File: config.mk
export PLATFORM = sky130hd
export DESIGN_NAME = idrb_top
export DESIGN_NICKNAME = d
export VERILOG_FILES = /design/src/idrb_pkg.sv /design/src/idrb_top.sv /design/src/idrb_ram.sv
export VERILOG_INCLUDE_DIRS = /design/src
export SDC_FILE = /design/constraint.sdc
export NUM_CORES = 2
export LEC_CHECK = 0
export BUFFER_PORTS_ARGS = -buffer_cell sky130_fd_sc_hd__buf_2
export CORE_ASPECT_RATIO = 0.7
export CORE_MARGIN = 4
export CORE_UTILIZATION = 57
export CTS_CLUSTER_SIZE = 40
export DETAILED_ROUTE_END_ITERATION = 12
export PLACE_DENSITY = 0.74
export SLEW_MARGIN = 15
export SYNTH_ARGS = -nofsm -noshare
export SYNTH_HDL_FRONTEND = slang
export SYNTH_SLANG_ARGS = --single-unit
File: constraint.sdc
create_clock -name i_clk -period 9.98 [get_ports i_clk]
set_clock_uncertainty 0.05 [all_clocks]
set_input_delay 1.996 -clock i_clk [delete_from_list [all_inputs] [get_ports i_clk]]
set_output_delay 1.996 -clock i_clk [all_outputs]
set_load 0.005 [all_outputs]
File: src/idrb_cfg.svh
`ifndef IDRB_CFG_SVH
`define IDRB_CFG_SVH
`define IDRB_RAM_DEPTH      256
`define IDRB_DATA_W         8
`define IDRB_BANK_BASE_W    8'h00
`define IDRB_BANK_TOP       8'h1f
`define IDRB_BIT_BASE       8'h20
`define IDRB_BIT_TOP        8'h2f
`define IDRB_DIRECT_TOP     8'h7f
`define IDRB_SP_ADDR        8'h81
`define IDRB_SP_RESET       8'h07
`define IDRB_PSW_RESET      8'h00
`define IDRB_PSW_CY         7
`define IDRB_PSW_AC         6
`define IDRB_PSW_F0         5
`define IDRB_PSW_BSH        4
`define IDRB_PSW_BSL        3
`define IDRB_PSW_OV         2
`define IDRB_PSW_F1         1
`define IDRB_PSW_P          0
`endif

File: src/idrb_pkg.sv
`default_nettype none
package idrb_pkg;
  // Access method presented by the core with each request
  typedef enum logic [2:0] {
    IDRB_M_BANKREG,
    IDRB_M_INDIRECT,
    IDRB_M_DIRECT,
    IDRB_M_BIT,
    IDRB_M_PUSH,
    IDRB_M_POP
  } idrb_mode_e;
  // Bit operation for single-bit accesses
  typedef enum logic [1:0] {
    IDRB_B_READ,
    IDRB_B_CLR,
    IDRB_B_SET,
    IDRB_B_CPL
  } idrb_bitop_e;
  typedef logic [7:0] idrb_byte_t;
endpackage
`default_nettype wire

File: src/idrb_top.sv
`include "idrb_cfg.svh"
`default_nettype none
module idrb_top
  import idrb_pkg::*;
(
  input  wire logic        i_clk,
  input  wire logic        i_rst_n,
  input  wire logic        i_ce,
  input  wire logic        i_req,
  input  wire idrb_mode_e  i_mode,
  input  wire logic        i_we,
  input  wire logic [7:0]  i_addr,
  input  wire logic [7:0]  i_wdata,
  input  wire idrb_bitop_e i_bitop,
  input  wire logic        i_sp_we,
  input  wire logic [7:0]  i_sp_wdata,
  input  wire logic        i_psw_we,
  input  wire logic [7:0]  i_psw_wdata,
  output logic             o_ack,
  output logic             o_err,
  output logic [7:0]       o_rdata,
  output logic             o_rbit,
  output logic [7:0]       o_stack_pointer,
  output logic [7:0]       o_program_status_word,
  output logic [1:0]       o_bank
);
  typedef enum logic [1:0] {IDRB_IDLE, IDRB_PTR, IDRB_RD, IDRB_WB} idrb_st_e;

  idrb_st_e   st_r;
  idrb_mode_e mode_r;
  idrb_bitop_e bitop_r;
  logic       we_r;
  logic [7:0] addr_r;
  logic [7:0] wdata_r;
  logic [2:0] bitsel_r;
  logic [7:0] sp_r;
  logic [7:0] psw_r;
  logic [7:0] ram_addr;
  logic [7:0] ram_wdata;
  logic       ram_we;
  logic [7:0] ram_rdata;
  logic [7:0] bank_base;
  logic       bad;
  logic [7:0] bit_byte;

  assign bank_base = {3'h0, psw_r[`IDRB_PSW_BSH], psw_r[`IDRB_PSW_BSL], 3'h0};
  // Bit address: bits 6:3 pick a byte from 20H up, low three the bit
  assign bit_byte  = `IDRB_BIT_BASE + {4'h0, i_addr[6:3]};
  assign bad = i_req && (((i_mode == IDRB_M_DIRECT) && (i_addr > `IDRB_DIRECT_TOP))
              || ((i_mode == IDRB_M_BIT) && i_addr[7])
              || ((i_mode == IDRB_M_BANKREG) && (i_addr > 8'h07)));

  // Register file reached by every method
  idrb_ram #(.DEPTH(`IDRB_RAM_DEPTH), .WIDTH(`IDRB_DATA_W)) u_ram (
    .i_clk   (i_clk),
    .i_ce    (i_ce),
    .i_we    (ram_we),
    .i_addr  (ram_addr),
    .i_wdata (ram_wdata),
    .o_rdata (ram_rdata)
  );

  always_comb begin
    ram_addr  = 8'h00;
    ram_we    = 1'b0;
    ram_wdata = wdata_r;
    unique case (st_r)
      IDRB_IDLE: begin
        ram_we = 1'b0;
        ram_wdata = i_wdata;
        if (i_req && !bad) begin
          unique case (i_mode)
            IDRB_M_BANKREG:  ram_addr = bank_base | {5'h0, i_addr[2:0]};
            IDRB_M_INDIRECT: ram_addr = bank_base | {7'h0, i_addr[0]};
            IDRB_M_DIRECT:   ram_addr = i_addr;
            IDRB_M_BIT:      ram_addr = bit_byte;
            IDRB_M_PUSH:     ram_addr = sp_r + 8'h01;
            IDRB_M_POP:      ram_addr = sp_r;
            default:         ram_addr = 8'h00;
          endcase
          ram_we = i_we && (i_mode inside {IDRB_M_BANKREG, IDRB_M_DIRECT, IDRB_M_PUSH});
        end
      end
      IDRB_PTR: begin
        // Pointer value just read; now open the pointed location
        ram_addr = ram_rdata;
        ram_we   = we_r;
      end
      IDRB_RD: begin
        ram_addr = addr_r;
      end
      IDRB_WB: begin
        ram_addr = addr_r;
        ram_we   = 1'b1;
        unique case (bitop_r)
          IDRB_B_CLR: ram_wdata = wdata_r & ~(8'h01 << bitsel_r);
          IDRB_B_SET: ram_wdata = wdata_r | (8'h01 << bitsel_r);
          IDRB_B_CPL: ram_wdata = wdata_r ^ (8'h01 << bitsel_r);
          IDRB_B_READ: ram_wdata = wdata_r;
        endcase
      end
    endcase
  end

  // Sequencer: two cycles (IDLE then RD) for plain accesses, one extra cycle for pointer
  // fetch and one for bit read-modify-write
  always_ff @(posedge i_clk) begin
    if (!i_rst_n) begin
      st_r    <= IDRB_IDLE;
      mode_r  <= IDRB_M_DIRECT;
      bitop_r <= IDRB_B_READ;
      we_r    <= 1'b0;
      addr_r  <= 8'h00;
      wdata_r <= 8'h00;
      bitsel_r <= 3'h0;
    end else if (i_ce) begin
      unique case (st_r)
        IDRB_IDLE: if (i_req && !bad) begin
          mode_r   <= i_mode;
          bitop_r  <= i_bitop;
          we_r     <= i_we;
          wdata_r  <= i_wdata;
          addr_r   <= ram_addr;
          bitsel_r <= i_addr[2:0];
          if (i_mode == IDRB_M_INDIRECT) st_r <= IDRB_PTR;
          else st_r <= IDRB_RD;
        end
        IDRB_PTR: begin
          addr_r <= ram_rdata;
          st_r   <= IDRB_RD;
        end
        IDRB_RD: begin
          if (mode_r == IDRB_M_BIT && bitop_r != IDRB_B_READ) begin
            wdata_r <= ram_rdata;
            st_r    <= IDRB_WB;
          end else begin
            st_r <= IDRB_IDLE;
          end
        end
        IDRB_WB: st_r <= IDRB_IDLE;
      endcase
    end
  end

  // Stack pointer: software load wins over push/pop in the same cycle
  always_ff @(posedge i_clk) begin
    if (!i_rst_n) begin
      sp_r <= `IDRB_SP_RESET;
    end else if (i_ce) begin
      if (i_sp_we) begin
        sp_r <= i_sp_wdata;
      end else if (st_r == IDRB_IDLE && i_req && !bad && i_mode == IDRB_M_PUSH) begin
        sp_r <= sp_r + 8'h01;
      end else if (st_r == IDRB_IDLE && i_req && !bad && i_mode == IDRB_M_POP) begin
        sp_r <= sp_r - 8'h01;
      end
    end
  end

  always_ff @(posedge i_clk) begin
    if (!i_rst_n) begin
      psw_r <= `IDRB_PSW_RESET;
    end else if (i_ce && i_psw_we) begin
      psw_r <= i_psw_wdata;
    end
  end

  always_ff @(posedge i_clk) begin
    if (!i_rst_n) begin
      o_rdata <= 8'h00;
      o_rbit  <= 1'b0;
      o_ack   <= 1'b0;
      o_err   <= 1'b0;
    end else if (i_ce) begin
      o_ack <= 1'b0;
      o_err <= (st_r == IDRB_IDLE) && bad;
      if (st_r == IDRB_RD) begin
        o_rdata <= ram_rdata;
        o_rbit  <= ram_rdata[bitsel_r];
        o_ack   <= !(mode_r == IDRB_M_BIT && bitop_r != IDRB_B_READ);
      end else if (st_r == IDRB_WB) begin
        o_ack <= 1'b1;
      end
    end
  end

  assign o_stack_pointer       = sp_r;
  assign o_program_status_word = psw_r;
  assign o_bank = {psw_r[`IDRB_PSW_BSH], psw_r[`IDRB_PSW_BSL]};

  a_sp_reset: assert property (@(posedge i_clk) $rose(i_rst_n) |-> sp_r == 8'h07)
    else $error("stack pointer not 07 after reset");
  a_push_incr: assert property (@(posedge i_clk) disable iff (!i_rst_n)
    (i_ce && st_r == IDRB_IDLE && i_req && !bad && i_mode == IDRB_M_PUSH && !i_sp_we)
    |=> sp_r == $past(sp_r) + 8'h01) else $error("push did not increment");
  a_sp_write: assert property (@(posedge i_clk) disable iff (!i_rst_n)
    (i_ce && i_sp_we) |=> sp_r == $past(i_sp_wdata)) else $error("sp load lost");
  a_direct_high: assert property (@(posedge i_clk) disable iff (!i_rst_n)
    (i_ce && st_r == IDRB_IDLE && i_req && i_mode == IDRB_M_DIRECT && i_addr[7])
    |=> o_err && st_r == IDRB_IDLE) else $error("direct upper half not refused");
  a_bank_map: assert property (@(posedge i_clk) disable iff (!i_rst_n)
    (st_r == IDRB_IDLE && i_req && !bad && i_mode == IDRB_M_BANKREG)
    |-> ram_addr == {3'h0, psw_r[4], psw_r[3], i_addr[2:0]})
    else $error("bank map wrong");
  a_bit_byte: assert property (@(posedge i_clk) disable iff (!i_rst_n)
    (st_r == IDRB_IDLE && i_req && !bad && i_mode == IDRB_M_BIT)
    |-> ram_addr >= 8'h20 && ram_addr <= 8'h2f) else $error("bit byte out of area");
  a_direct_low: assert property (@(posedge i_clk) disable iff (!i_rst_n)
    (i_ce && st_r == IDRB_IDLE && i_req && i_mode == IDRB_M_DIRECT && !i_addr[7])
    |=> st_r == IDRB_RD ##1 o_ack) else $error("direct access did not complete");
  a_indir_seq: assert property (@(posedge i_clk) disable iff (!i_rst_n)
    (i_ce && st_r == IDRB_IDLE && i_req && i_mode == IDRB_M_INDIRECT)
    |=> st_r == IDRB_PTR) else $error("indirect skipped pointer fetch");
endmodule
`default_nettype wire

File: src/idrb_ram.sv
`include "idrb_cfg.svh"
`default_nettype none
module idrb_ram #(
  parameter int DEPTH = `IDRB_RAM_DEPTH,
  parameter int WIDTH = `IDRB_DATA_W
) (
  input  wire logic                     i_clk,
  input  wire logic                     i_ce,
  input  wire logic                     i_we,
  input  wire logic [$clog2(DEPTH)-1:0] i_addr,
  input  wire logic [WIDTH-1:0]         i_wdata,
  output logic      [WIDTH-1:0]         o_rdata
);
  if (DEPTH < 2 || WIDTH < 1) begin : g_bad_geometry
    $error("idrb_ram: bad geometry");
  end
  logic [WIDTH-1:0] mem [DEPTH];
  // Contents are undefined after reset, as the core expects
  always_ff @(posedge i_clk) begin
    if (i_ce) begin
      if (i_we) begin
        mem[i_addr] <= i_wdata;
      end
      o_rdata <= mem[i_addr];
    end
  end
endmodule
`default_nettype wire

==> flow_summary.toml <==
[cts]
cts_inserted_buffers = 183
cts-root-to-sink-buffers = 3
clock-sinks = 2110
post-cts-setup-buffers = 0
cts_root_buffer = "sky130_fd_sc_hd__clkbuf_16"
clk_pin_slew_ns = 0.07
clock_latency_ns = 0.83
cts.hold.buffers_added = 0
number_of_h_tree_levels = 4
tritoncts = "done"
postCtsResizedCells = 0

[route]
antenna_violating_nets_post_route = 0
detailroute.via_count = 51086
drt_pass1_iterations = 8
detail_route.drc_violations = 0
viasPerCell = 6.60
drtIter0Drc = 8597
routed_wire_length_per_instance_um = 29.1
routed_wirelength_mm = 225

[placement]
place_worst_setup_slack_ns = 2.30
placement.cell_area_sq_um = 86600
place_congestion = 0.924
dpl.hpwl_mm = 135
port-buffer-count = 72
placedCellCount = 7406

[synthesis]
post_synth_inst_count = 5624
synth-async-reset-ratio_pct = 0
ys.flop_type = "sky130_fd_sc_hd__edfxtp_1"
synth.most_common_cell = "sky130_fd_sc_hd__edfxtp_1"
synth_seq_cells = 2110
synth.cells.most_frequent = "sky130_fd_sc_hd__edfxtp_1, sky130_fd_sc_hd__nand2_1, sky130_fd_sc_hd__nand3_1"
mappedNetlistArea_sq_um = 84100
synth_top_cells_by_area = "sky130_fd_sc_hd__edfxtp_1, sky130_fd_sc_hd__mux4_2, sky130_fd_sc_hd__nand2_1, sky130_fd_sc_hd__nand3_1, sky130_fd_sc_hd__mux2i_1"
synthesized_nets = 5691
synthesis.area_per_instance_sq_um = 14.9
synth.yosys.seq_area_share_pct = 74.7
synth_warnings = 0
synth-edff-count = 2056
synth_top_cell_by_area = "sky130_fd_sc_hd__edfxtp_1"
synth_cell_type_count = 75
synth.top_cell.area_share_pct = 73.4

[sta]
setup_violations = 0
worst_path_setup_slack_after_routing_ns = 2.84
maxClockFrequency_ghz = 0.140
relSlewSlack_pct = 4.19
final_number_of_max_transition_violations = 0
final_min_period_over_clock_period_pct = 71.5
timing_hold_violations_final = 0
tightest_slew_ns = 1.44
final.setup.tns_ns = 0
grt_setup_unrepaired = "no"
period_minus_slack_ns = 7.14

[flow_run]
cap_violations = 0

[floorplan]
core_sq_um = 146000
floorplan.rows = 117
full_die_area_sq_um = 154000
starting_density_of_the_core_pct = 57.6
fp.dieH_um = 329
io_pins = 73
die_x_um = 467

[critical_path]
timing.critical_path.arrival_ns = 7.59
critical_path.reg2reg.startpoint = "st_r[1]$_SDFFE_PN0P_"
critical-path-top-delay-family = "compound AO/OA/AOI/OAI gates"
critPathCaptureType = "flop"
path_buf_inv = 2
worst_path_largest_cell_delay_ns = 1.12
worstPathCellList = "buf_2 > xnor2_1 > a22o_1 > o311ai_2 > and2_4 > buf_12 > mux4_2 > a22oi_1 > a21oi_1 > nor4b_1 > a211oi_1"
rrSetupSlack_ns = 3.49
crit_slowest_cell = "sky130_fd_sc_hd__nor4b_1"
critical_path.reg2reg.endpoint = "u_ram.o_rdata[7]$_DFFE_PP_"
critical_path.startpoint_type = "input pin"
data_required_time_of_the_worst_path_ns = 10.44
r2r_cells = 11
critical_path_peak_fanout = 51
path_class = "input pin to flop"

[global_route]
grt_overflow_total = 0
antenna_found_initial = 7
grt_pass1_vias = 48096
wire_length_of_the_first_global_routing_pass_mm = 330
globalRouteTotalUtil_pct = 29.3
grt_start_max_net_pins = 207

[power]
pwr_density_cell_nw_per_um2 = 213
power.ir.vdd_worst_v = 0.000192
p_leak_nw = 30.0

[final_layout]
area_growth_pct = 10.0
nNetsFinal = 5695
final_cell_area_sq_um = 92500
post_route_cells_drive_above_1_share_pct = 11.8
post_route_insts_no_fill = 7741
filler_cell_count = 10144

[hold_path]
hold_start = "o_rdata[6]$_SDFFE_PN0P_"
hold_class = "flop to flop"
hold-path-cell-count = 2
hold-path-endpoint = "o_rdata[6]$_SDFFE_PN0P_"

[status]
outcome = "completed"
[kinds of logic after synthesis]
group           synth area share, %
simple gates                   11.3
flops                          74.7
compound gates                 4.57
buf+inv                        2.02
mux                            7.04
fa+ha+maj                     0.342
xor+xnor                     0.0521
[how the worst max path moves through the flow]
stage	to	from	cells after the start	slack (ns)
final	u_ram.o_rdata[7]$_DFFE_PP_	i_mode[0]	11	2.84
after global routing	u_ram.o_rdata[7]$_DFFE_PP_	i_mode[0]	11	2.90
after CTS	u_ram.o_rdata[7]$_DFFE_PP_	i_mode[0]	11	3.12
after detailed placement	u_ram.o_rdata[7]$_DFFE_PP_	i_mode[0]	11	2.30
after global placement	u_ram.o_rdata[1]$_DFFE_PP_	i_mode[0]	11	2.26
after floorplan	u_ram.mem[0][5]$_DFFE_PP_	i_wdata[5]	2	-0.58
[per-layer routing]
layer	global-route usage, %	up-vias	part of all wire (%)
met5	0	-	0.016
met4	9.25	6	3.2
met3	11.6	463	16
met2	39.8	3708	42
met1	43.7	25473	38
li1	-	21436	-
[metrics by stage]
| step | hold slack, ns | power, mW | utilization (%) |
|---|---|---|---|
| 2_1_floorplan | 0.384 | 12.1 | - |
| 3_3_place_gp | 0.388 | 12.6 | 59.3 |
| 3_5_place_dp | 0.397 | 12.7 | 59.3 |
| 4_1_cts | 0.404 | 19.6 | 63.4 |
| 5_1_grt | 0.420 | 20.2 | 63.4 |
| 6_report | 0.402 | 19.7 | 63.4 |
[worst register-to-register path, stage by stage, from the launching register on]
cell and delay (ns):
sky130_fd_sc_hd__dfxtp_1 0.45, sky130_fd_sc_hd__inv_1 0.17, sky130_fd_sc_hd__ha_1 0.59, sky130_fd_sc_hd__nand2_1 0.15, sky130_fd_sc_hd__a21oi_1 0.54, sky130_fd_sc_hd__a31o_4 0.77, sky130_fd_sc_hd__buf_12 0.56, sky130_fd_sc_hd__mux4_2 0.66
sky130_fd_sc_hd__a22oi_1 0.61, sky130_fd_sc_hd__a21oi_1 0.28, sky130_fd_sc_hd__nor4b_1 1.12, sky130_fd_sc_hd__a211oi_1 0.22
[state kept, by name (all words and copies together), names as in the netlist, 8 cells and up]
| register | cells |
|---|---|
| o_stack_pointer | 8 |
| addr_r | 8 |
| o_program_status_word | 8 |
| o_rdata | 8 |
| u_ram.mem | 2048 |
| u_ram.o_rdata | 8 |
| wdata_r | 8 |
[power breakdown]
part | internal (mW) | leakage, nW | switching [mW]
Sequential | 10.5 | 19.0 | 0.0450
Clock | 3.90 | 2.88 | 3.23
Combinational | 0.424 | 8.13 | 1.61
[layout by cell type, fill, tap and decap left out, drive strengths merged, types with 7 or more instances in the layout]
cell       n
o2111a     7
a21boi     8
nor2     332
nor2b     17
inv       31
mux4     191
buf      182
o22ai     21
a31oi     30
nand3    530
a21oi    150
nor4b      7
o221ai     7
nand2   1141
o21ai     43
a32oi     85
and2      11
a22o       9
o41ai      9
nor3      22
clkinv    83
o211ai    12
dfxtp     54
and3      11
a41oi     14
a22oi     88
a221oi    18
bufinv    19
nand3b     7
mux2i    160
nand4     71
edfxtp  2056
a211oi    16
ha        23
and4       7
clkbuf   219
nor4      13
[layout make-up]
cell class	instances	area (sq um)	area share [%]
antenna	2	5.00	0.00541
clock buffer	219	4740	5.12
clock inverter	114	1170	1.27
inverter	24	90.1	0.0974
multi-input combinational	3127	19800	21.4
sequential	2110	62800	67.9
tap	1963	2460	2.66
timing repair buffer	182	1390	1.50
(Power assumes the default switching activity.)
